--- src/rtl/gpp_pkg.sv ---
// Constants and types shared by the general purpose port
`default_nettype none
package gpp_pkg;
  localparam int GPP_W = 16;
  localparam int GPP_HALF = 8;
  localparam int GPP_AW = 8;
  // ****************************************
  // Register offsets (byte addresses)
  // ****************************************
  localparam logic [7:0] OFS_DATA = 8'h00;
  localparam logic [7:0] OFS_DIR = 8'h04;
  localparam logic [7:0] OFS_CFG = 8'h08;
  localparam logic [7:0] OFS_VEC = 8'h0c;
  localparam logic [7:0] OFS_SET = 8'h10;
  localparam logic [7:0] OFS_CLR = 8'h14;
  // ****************************************
  // Field positions and reset values
  // ****************************************
  localparam int CFG_DMA_POS = 0;
  localparam int CFG_SER_POS = 1;
  localparam int CFG_CMB_POS = 2;
  localparam int CFG_IRQ_POS = 3;
  localparam int ACK_TX_A = 0;
  localparam int ACK_RX_A = 1;
  localparam int ACK_TX_B = 2;
  localparam int ACK_RX_B = 3;
  localparam logic [15:0] RST_DATA = 16'hffff;
  localparam logic [15:0] RST_DIR = 16'h0000;
  localparam logic [3:0] RST_CFG = 4'h0;
  // Arbitrary tag marking a port vector
  localparam logic [7:0] VEC_TAG = 8'h5a;
  localparam logic [1:0] RESP_OKAY = 2'h0;
  localparam logic [1:0] RESP_SLVERR = 2'h2;
  typedef struct packed {
    logic port_irq_enable;
    logic combine_ack_pins;
    logic serial_pin_select;
    logic dma_pin_select;
  } gpp_cfg_t;
  typedef struct packed {
    logic [7:0] tag;
    logic [5:0] rsvd;
    logic [1:0] src;
  } gpp_vec_t;
  typedef enum logic {
    GPP_WR_IDLE = 1'b0,
    GPP_WR_RESP = 1'b1
  } gpp_wr_t;
endpackage
`default_nettype wire

--- src/rtl/gpp_sync.sv ---
// Three-stage pin synchroniser feeding the input latch
`default_nettype none
module gpp_sync import gpp_pkg::*; #(
  parameter int W = GPP_W
) (
  input wire logic aclk,
  input wire logic aresetn,
  input wire logic [W-1:0] pin_i,
  output var logic [W-1:0] level_q
);
  logic [W-1:0] s1_q, s2_q, s3_q;
  logic [W-1:0] agree;
  // Stage one feeds stage two only; agreement uses stages two and three
  assign agree = ~(s2_q ^ s3_q);
  always_ff @(posedge aclk) begin
    if (!aresetn) begin
      s1_q <= '0;
      s2_q <= '0;
      s3_q <= '0;
      level_q <= '0;
    end else begin
      s1_q <= pin_i;
      s2_q <= s1_q;
      s3_q <= s2_q;
      level_q <= (agree & s3_q) | (~agree & level_q); // [RQ7] [RQ21]
    end
  end
endmodule
`default_nettype wire

--- src/rtl/gpp_port.sv ---
// General purpose port: 16 pins, AXI4-Lite registers, alternate functions
//
// Function
// RQ1: Sixteen-bit port as two eight-bit halves, each selectable GPIO or alternate.
// RQ2: Dma pin select turns the low half into DMA support pins.
// RQ3: Serial pin select turns the high half into serial controller pins.
// RQ4: With DMA selected, combine bit merges tx and rx acknowledge per channel.
// RQ5: Each line's direction comes from its pin direction register bit.
// RQ6: Input lines float; output lines drive both high and low.
// RQ7: Every pin level is sampled into the input latch each state time; the latch only takes a level once stages two and three agree.
// RQ8: Input line: write updates output latch, read returns input latch.
// RQ9: Input line read-modify-write uses the pin value, stores into output latch.
// RQ10: Output line: write updates latch and pin, read returns the latch.
// RQ11: Output line read-modify-write uses latch value, writes back to latch.
// RQ12: Alternate output reaches pin only as output, ANDed with the latch.
// RQ13: Software keeps a line input while an outside device drives it.
// RQ14: Reset clears all direction bits, so every line starts as input.
// RQ15: Alternate input on an output line sees the output latch value.
// RQ16: Lines not claimed by an alternate function stay ordinary GPIO.
// RQ17: Software should load the latch before switching a line to output.
// RQ18: A peripheral interrupt on the port produces a port vector.
// RQ19: Port vectors are produced only while the port interrupt enable is set.
// RQ20: Reset returns alternate pins to GPIO and all registers to reset values.
// RQ21: One state time is one clock; pins are synchronised on that clock.
`default_nettype none
module gpp_port import gpp_pkg::*; (
  input wire logic aclk,
  input wire logic aresetn,
  input wire logic [7:0] s_axi_awaddr,
  input wire logic s_axi_awvalid,
  output logic s_axi_awready,
  input wire logic [31:0] s_axi_wdata,
  input wire logic [3:0] s_axi_wstrb,
  input wire logic s_axi_wvalid,
  output logic s_axi_wready,
  output logic [1:0] s_axi_bresp,
  output logic s_axi_bvalid,
  input wire logic s_axi_bready,
  input wire logic [7:0] s_axi_araddr,
  input wire logic s_axi_arvalid,
  output logic s_axi_arready,
  output logic [31:0] s_axi_rdata,
  output logic [1:0] s_axi_rresp,
  output logic s_axi_rvalid,
  input wire logic s_axi_rready,
  input wire logic [15:0] pin_i,
  output logic [15:0] pin_o,
  output logic [15:0] pin_oe,
  input wire logic [15:0] alt_out,
  output logic [15:0] alt_in,
  input wire logic [1:0] irq_req,
  output logic vec_valid,
  output gpp_vec_t vec_data
);
  // ****************************************
  // Functions
  // ****************************************
  function automatic logic [15:0] wr_mask(input logic [15:0] old, input logic [31:0] wd, input logic [3:0] st);
    logic [15:0] r;
    r = old;
    if (st[0]) r[7:0] = wd[7:0];
    if (st[1]) r[15:8] = wd[15:8];
    return r;
  endfunction
  function automatic logic [15:0] by_dir(input logic [15:0] dir, input logic [15:0] outv, input logic [15:0] inv);
    return (dir & outv) | (~dir & inv);
  endfunction

  // ****************************************
  // State
  // ****************************************
  logic [15:0] out_q, dir_q, in_q;
  gpp_cfg_t cfg_q;
  gpp_vec_t last_vec_q;
  logic [15:0] pin_o_q, pin_oe_q, alt_in_q;
  logic vec_valid_q;
  gpp_vec_t vec_data_q;
  logic aw_held_q, w_held_q;
  logic [7:0] aw_addr_q;
  logic [31:0] w_data_q;
  logic [3:0] w_strb_q;
  gpp_wr_t wr_st_q;
  logic [1:0] bresp_q;
  logic rvalid_q;
  logic [31:0] rdata_q;
  logic [1:0] rresp_q;

  gpp_sync #(.W(GPP_W)) u_sync (
    .aclk(aclk),
    .aresetn(aresetn),
    .pin_i(pin_i),
    .level_q(in_q)
  );

  // ****************************************
  // Pin function selection
  // ****************************************
  wire logic [15:0] port_view = by_dir(dir_q, out_q, in_q); // [RQ8] [RQ10]
  wire logic cmb = cfg_q.dma_pin_select & cfg_q.combine_ack_pins;
  wire logic [7:0] lo_mask = {8{cfg_q.dma_pin_select}} & ~({7'h0, cmb} << ACK_RX_A)
                             & ~({7'h0, cmb} << ACK_RX_B); // [RQ2] [RQ4] [RQ16]
  wire logic [7:0] hi_mask = {8{cfg_q.serial_pin_select}}; // [RQ3]
  wire logic [15:0] alt_mask = {hi_mask, lo_mask}; // [RQ1]
  // Merged acks are active low, so AND keeps either request visible
  wire logic ack_a = alt_out[ACK_TX_A] & alt_out[ACK_RX_A];
  wire logic ack_b = alt_out[ACK_TX_B] & alt_out[ACK_RX_B];
  wire logic [15:0] alt_eff = cmb ? {alt_out[15:3], ack_b, alt_out[1], ack_a} : alt_out; // [RQ4]
  wire logic [15:0] pin_d = alt_mask & out_q & alt_eff | ~alt_mask & out_q; // [RQ12]
  wire logic [15:0] alt_in_d = alt_mask & port_view; // [RQ15]

  // ****************************************
  // AXI write path
  // ****************************************
  wire logic aw_take = s_axi_awvalid & s_axi_awready;
  wire logic w_take = s_axi_wvalid & s_axi_wready;
  wire logic aw_have = aw_held_q | aw_take;
  wire logic w_have = w_held_q | w_take;
  wire logic [7:0] wa = aw_held_q ? aw_addr_q : s_axi_awaddr;
  wire logic [31:0] wd = w_held_q ? w_data_q : s_axi_wdata;
  wire logic [3:0] ws = w_held_q ? w_strb_q : s_axi_wstrb;
  wire logic do_wr = aw_have & w_have & (wr_st_q == GPP_WR_IDLE);
  wire logic wa_ok = wa inside {OFS_DATA, OFS_DIR, OFS_CFG, OFS_VEC, OFS_SET, OFS_CLR};
  // Set/clear registers are hardware read-modify-write on the port view
  wire logic [15:0] rmw_set = port_view | wd[15:0]; // [RQ9] [RQ11]
  wire logic [15:0] rmw_clr = port_view & ~wd[15:0]; // [RQ9] [RQ11]
  wire logic [15:0] out_d = !do_wr ? out_q :
                            wa == OFS_DATA ? wr_mask(out_q, wd, ws) : // [RQ8] [RQ10]
                            wa == OFS_SET ? wr_mask(out_q, {16'h0000, rmw_set}, ws) :
                            wa == OFS_CLR ? wr_mask(out_q, {16'h0000, rmw_clr}, ws) : out_q;
  wire logic [15:0] dir_d = (do_wr & wa == OFS_DIR) ? wr_mask(dir_q, wd, ws) : dir_q; // [RQ5]
  wire gpp_cfg_t cfg_d = (do_wr & wa == OFS_CFG & ws[0]) ? gpp_cfg_t'(wd[3:0]) : cfg_q;
  assign s_axi_awready = ~aw_held_q & (wr_st_q == GPP_WR_IDLE);
  assign s_axi_wready = ~w_held_q & (wr_st_q == GPP_WR_IDLE);
  assign s_axi_bvalid = (wr_st_q == GPP_WR_RESP);
  assign s_axi_bresp = bresp_q;

  always_ff @(posedge aclk) begin
    if (!aresetn) begin
      aw_held_q <= 1'b0;
      w_held_q <= 1'b0;
      aw_addr_q <= 8'h00;
      w_data_q <= 32'h0000_0000;
      w_strb_q <= 4'h0;
      wr_st_q <= GPP_WR_IDLE;
      bresp_q <= RESP_OKAY;
    end else begin
      if (aw_take) aw_addr_q <= s_axi_awaddr;
      if (w_take) begin
        w_data_q <= s_axi_wdata;
        w_strb_q <= s_axi_wstrb;
      end
      aw_held_q <= aw_have & ~do_wr;
      w_held_q <= w_have & ~do_wr;
      unique case (wr_st_q)
        GPP_WR_IDLE: if (do_wr) begin
          wr_st_q <= GPP_WR_RESP;
          bresp_q <= wa_ok ? RESP_OKAY : RESP_SLVERR;
        end
        GPP_WR_RESP: if (s_axi_bready) wr_st_q <= GPP_WR_IDLE;
      endcase
    end
  end

  // ****************************************
  // AXI read path
  // ****************************************
  wire logic ar_take = s_axi_arvalid & s_axi_arready;
  wire logic [31:0] rd_mux = s_axi_araddr == OFS_DATA ? {16'h0000, port_view} : // [RQ8] [RQ10]
                             s_axi_araddr == OFS_DIR ? {16'h0000, dir_q} :
                             s_axi_araddr == OFS_CFG ? {28'h0000000, cfg_q} :
                             s_axi_araddr == OFS_VEC ? {16'h0000, last_vec_q} : 32'h0000_0000;
  wire logic ra_ok = s_axi_araddr inside {OFS_DATA, OFS_DIR, OFS_CFG, OFS_VEC, OFS_SET, OFS_CLR};
  assign s_axi_arready = ~rvalid_q;
  assign s_axi_rvalid = rvalid_q;
  assign s_axi_rdata = rdata_q;
  assign s_axi_rresp = rresp_q;

  always_ff @(posedge aclk) begin
    if (!aresetn) begin
      rvalid_q <= 1'b0;
      rdata_q <= 32'h0000_0000;
      rresp_q <= RESP_OKAY;
    end else if (ar_take) begin
      rvalid_q <= 1'b1;
      rdata_q <= rd_mux;
      rresp_q <= ra_ok ? RESP_OKAY : RESP_SLVERR;
    end else if (s_axi_rready) begin
      rvalid_q <= 1'b0;
    end
  end

  // ****************************************
  // Port registers, pins and vector
  // ****************************************
  wire logic vec_fire = cfg_q.port_irq_enable & (|irq_req); // [RQ18] [RQ19]
  wire gpp_vec_t vec_d = '{tag: VEC_TAG, rsvd: 6'h00, src: irq_req};

  always_ff @(posedge aclk) begin
    if (!aresetn) begin
      out_q <= RST_DATA;
      dir_q <= RST_DIR; // [RQ14] [RQ20]
      cfg_q <= gpp_cfg_t'(RST_CFG); // [RQ20]
      pin_o_q <= RST_DATA;
      pin_oe_q <= RST_DIR; // [RQ6]
      alt_in_q <= 16'h0000;
      vec_valid_q <= 1'b0;
      vec_data_q <= '0;
      last_vec_q <= '0;
    end else begin
      out_q <= out_d;
      dir_q <= dir_d;
      cfg_q <= cfg_d;
      pin_o_q <= pin_d;
      pin_oe_q <= dir_q; // [RQ6]
      alt_in_q <= alt_in_d;
      vec_valid_q <= vec_fire;
      if (vec_fire) begin
        vec_data_q <= vec_d;
        last_vec_q <= vec_d;
      end
    end
  end
  // Pins lag the registers by one clock; the bench joins pin_o by pin_oe
  assign pin_o = pin_o_q;
  assign pin_oe = pin_oe_q;
  assign alt_in = alt_in_q;
  assign vec_valid = vec_valid_q;
  assign vec_data = vec_data_q;
endmodule
`default_nettype wire

--- config.mk ---
export PLATFORM = sky130hd
export DESIGN_NAME = gpp_port
export DESIGN_NICKNAME = d
export VERILOG_FILES = /design/src/rtl/gpp_pkg.sv /design/src/rtl/gpp_sync.sv /design/src/rtl/gpp_port.sv
export SDC_FILE = /design/constraint.sdc
export NUM_CORES = 1
export LEC_CHECK = 0
export ABC_AREA = 1
export ABC_CLOCK_PERIOD_IN_PS = 2340
export BUFFER_PORTS_ARGS = -buffer_cell sky130_fd_sc_hd__buf_2
export CAP_MARGIN = 20
export CELL_PAD_IN_SITES_DETAIL_PLACEMENT = 2
export CELL_PAD_IN_SITES_GLOBAL_PLACEMENT = 2
export CORE_MARGIN = 4
export CORE_UTILIZATION = 32
export DETAILED_ROUTE_END_ITERATION = 6
export PLACE_DENSITY_LB_ADDON = 0.12
export SLEW_MARGIN = 20
export SYNTH_ARGS = -nofsm -noshare
export SYNTH_HDL_FRONTEND = slang
export SYNTH_SLANG_ARGS = --single-unit
--- constraint.sdc ---
create_clock -name aclk -period 2.34 [get_ports aclk]
set_clock_uncertainty 0.05 [all_clocks]
set_input_delay 0.117 -clock aclk [delete_from_list [all_inputs] [get_ports aclk]]
set_output_delay 0.117 -clock aclk [all_outputs]
set_load 0.02 [all_outputs]
==> impl_metrics.json <==
{
  "status": "complete, no violations",
  "clkPwrFrac_pct": 41.4,
  "start_util_pct": 32.9,
  "rows": 57,
  "diodes": 0,
  "vdd.ir_drop.worst_mv": 0.324,
  "criticalPathCategory": "reg2reg",
  "synthesis.area_um2": 8090,
  "via_per_inst": 4.61,
  "r2r-end": "s_axi_rresp[1]",
  "synth_edf_count": 0,
  "dp_slack_ns": 0.323,
  "ff2ff_path_depth": 7,
  "synthCells": 1082,
  "dp_cells": 1533,
  "maxSlewViolCount": 0,
  "die_width_um": 167,
  "drive_gt1_share_pct": 18.4,
  "synth.most_common_cell": "nand2_1",
  "yosys_warnings": 0,
  "grt-ovfl-total": 0,
  "synth_common_cells": "nand2_1, dfxtp_1, nor2_1",
  "cts_tree": "built",
  "hold_path_end": "aw_held_q",
  "utilization_pct": 42.2,
  "synth_area_leaders": "dfxtp_1, nand2_1, nor2_1, inv_1, o21ai_0",
  "dp.final_hpwl_um": 19000,
  "arrival_ns": 2.46,
  "worstPathMaxFanout": 9,
  "cts_buffer_depth": 2,
  "p_int_mw": 5.46,
  "wire_per_inst_um": 17.0,
  "power_density_nw_per_um2": 734,
  "max_freq_mhz": 459,
  "drtIter0Drc": 359,
  "r2r_setup_slack_ns": 0.16,
  "layout_setup_ws_ns": 0.162,
  "yosysSeqAreaShare_pct": 49.5,
  "sw_frac_of_total_pct": 28.3,
  "holdPathStages": 4,
  "grt_pass1_wl_um": 44200,
  "maxSlewHeadroom_pct": 51.3,
  "area_growth_pct": 28.3,
  "vias": 7531,
  "worstPathRequired_ns": 2.62,
  "synth_top_area_share_pct": 49.5,
  "gp_congestion": 0.774,
  "synthFlopType": "dfxtp_1",
  "finalHoldViolations": 0,
  "startpoint_type": "register",
  "finalSetupViolCount": 0,
  "drc_errors": 0,
  "maxCapViolCount": 0,
  "min_path_type": "in2reg",
  "timing.rr.start": "s_axi_rvalid",
  "root_buffer": "clkbuf_16",
  "fp.coreArea_um2": 24600,
  "clock-sinks": 200,
  "io_pins": 199,
  "rsz0062_at_grt": "false",
  "cts-htree-levels": 4,
  "first_pass_iters": 4,
  "finalSetupTns_ns": 0,
  "layout_worst_path_cycle_share_pct": 93.1,
  "postSynth.asyncResetShare_pct": 0,
  "numCtsBuffers": 17,
  "hp-start": "s_axi_wvalid",
  "track_usage_pct": 19.8,
  "insertion_delay_ns": 0.44,
  "grt_pass1_vias": 8243,
  "nets": 1389,
  "die-area_um2": 27900,
  "clk_pin_slew_ns": 0.08,
  "pwr-share-seq_pct": 47.0,
  "io_buffers": 152,
  "combPwrFrac_pct": 11.6,
  "ant_nets": 0,
  "fp.dieH_um": 167,
  "p_sw_mw": 2.15,
  "synth_area_leader_cell": "dfxtp_1",
  "finalWorstPathRequiredPeriod_ns": 2.18,
  "grt_max_degree": 53,
  "yosysUniqueCellTypes": 34,
  "totalWireLength_um": 27800,
  "end_kind": "register",
  "final_cells": 1633,
  "max_slew.worst_pin.slew_ns": 0.730,
  "antenna_found_initial": 0,
  "synth-seq-cells": 200,
  "p_leak_nw": 5.32,
  "avgSynthCellArea_um2": 7.48
}
-- sequential cells by signal, indices dropped and copies added, names as in the netlist, 2 cells and up, named ones only --
| register | count |
|---|---|
| alt_in | 16 |
| aw_addr_q | 8 |
| cfg_q | 3 |
| dir_q | 16 |
| out_q | 16 |
| pin_o | 16 |
| pin_oe | 16 |
| s_axi_rdata | 16 |
| u_sync.s1_q | 16 |
| u_sync.s2_q | 16 |
| u_sync.s3_q | 16 |
| vec_data | 3 |
| w_data_q | 16 |
| w_strb_q | 2 |
-- power by group through the flow --
| stage | combinational (mW) | clock (mW) | sequential [mW] |
|---|---|---|---|
| finish | 0.887 | 3.15 | 3.58 |
| global route | 0.986 | 3.40 | 3.59 |
| CTS | 0.892 | 3.25 | 3.58 |
| detailed placement | 0.794 | 0 | 3.66 |
| global placement | 0.770 | 0 | 3.65 |
| floorplan | 0.510 | 0 | 3.67 |
-- per-layer routing --
| layer | share of wire, % | global-route usage, % |
|---|---|---|
| met5 | 0 | 0 |
| met4 | 1.0 | 3.88 |
| met3 | 3.5 | 3.08 |
| met2 | 53 | 37.3 |
| met1 | 43 | 23.7 |
-- worst max-delay path by stage --
stage	from	to	slack (ns)	cells after the start
after floorplan	s_axi_bvalid	w_data_q[15]	0.65	6
after global placement	aw_held_q	out_q[12]	0.43	9
after detailed placement	aw_held_q	out_q[8]	0.32	9
after CTS	s_axi_rvalid	s_axi_rresp[1]	0.24	7
after global routing	s_axi_rvalid	s_axi_rresp[1]	0.02	7
final	s_axi_rvalid	s_axi_rresp[1]	0.16	7
-- logic make-up after synthesis --
group	count (synthesis)	synth area share [%]
other	1	0.0464
and+or+nand+nor	521	28.2
AOI/OAI and AO/OA	144	9.28
muxes	12	1.48
buffers and inverters	204	11.5
DFF	200	49.5
-- worst max-delay path, cell delays in order, from the launching register on --
cell and delay, ns:
dfxtp_1 0.31, inv_1 0.09, nand2_1 0.09, buf_4 0.19, a21oi_1 0.15, dlygate4sd3_1 0.57, a31oi_1 0.07, dlygate4sd3_1 0.55
-- cells in the final DEF, fill, tap and decap left out, types with 2 or more instances in the layout --
cell type	netlist	layout
inv_2	3	3
nand3_1	44	44
nand2_2	13	13
nand4_1	4	4
clkinv_8	0	3
dfxtp_1	200	200
buf_4	34	17
nand2_4	7	7
nor3b_1	4	4
dlygate4sd3_1	0	68
buf_2	2	151
clkbuf_16	0	17
o21ai_2	2	2
nor2_4	4	4
nor2_8	4	4
inv_8	0	3
inv_1	131	131
bufinv_16	0	2
nor2_1	174	174
nand3_4	2	2
mux2i_1	12	12
conb_1	1	28
a21oi_1	42	42
nand3_2	2	2
nand2_1	259	259
o21ai_0	93	93
a22oi_1	2	2
inv_6	0	5
nor3_1	2	2
-- layout make-up --
class | instances | area, µm²
Fill cell | 2877 | 14200
Timing Repair Buffer | 237 | 1580
Tap cell | 324 | 405
Inverter | 135 | 507
Clock inverter | 15 | 200
Sequential cell | 200 | 4000
Multi-Input combinational cell | 705 | 3250
Clock buffer | 17 | 425
-- through the flow --
| step | instance area (µm²) | hold WS, ns | total power [mW] |
|---|---|---|---|
| 6_report | 10400 | 0.0489 | 7.62 |
| 5_1_grt | 10400 | 0.0663 | 7.98 |
| 4_1_cts | 10400 | 0.0394 | 7.72 |
| 3_5_place_dp | 9070 | 0.256 | 4.45 |
| 3_3_place_gp | 9070 | 0.249 | 4.42 |
| 2_1_floorplan | 8190 | 0.165 | 4.18 |
-- what timing repair did --
| item | CTS | global route |
|---|---|---|
| gates resized for setup | 0 | 0 |
| hold endpoints to repair | 69 | 0 |
| setup buffers | 0 | 0 |
| hold buffers | 68 | 0 |
Note: power is estimated with default switching activity, not from simulation.
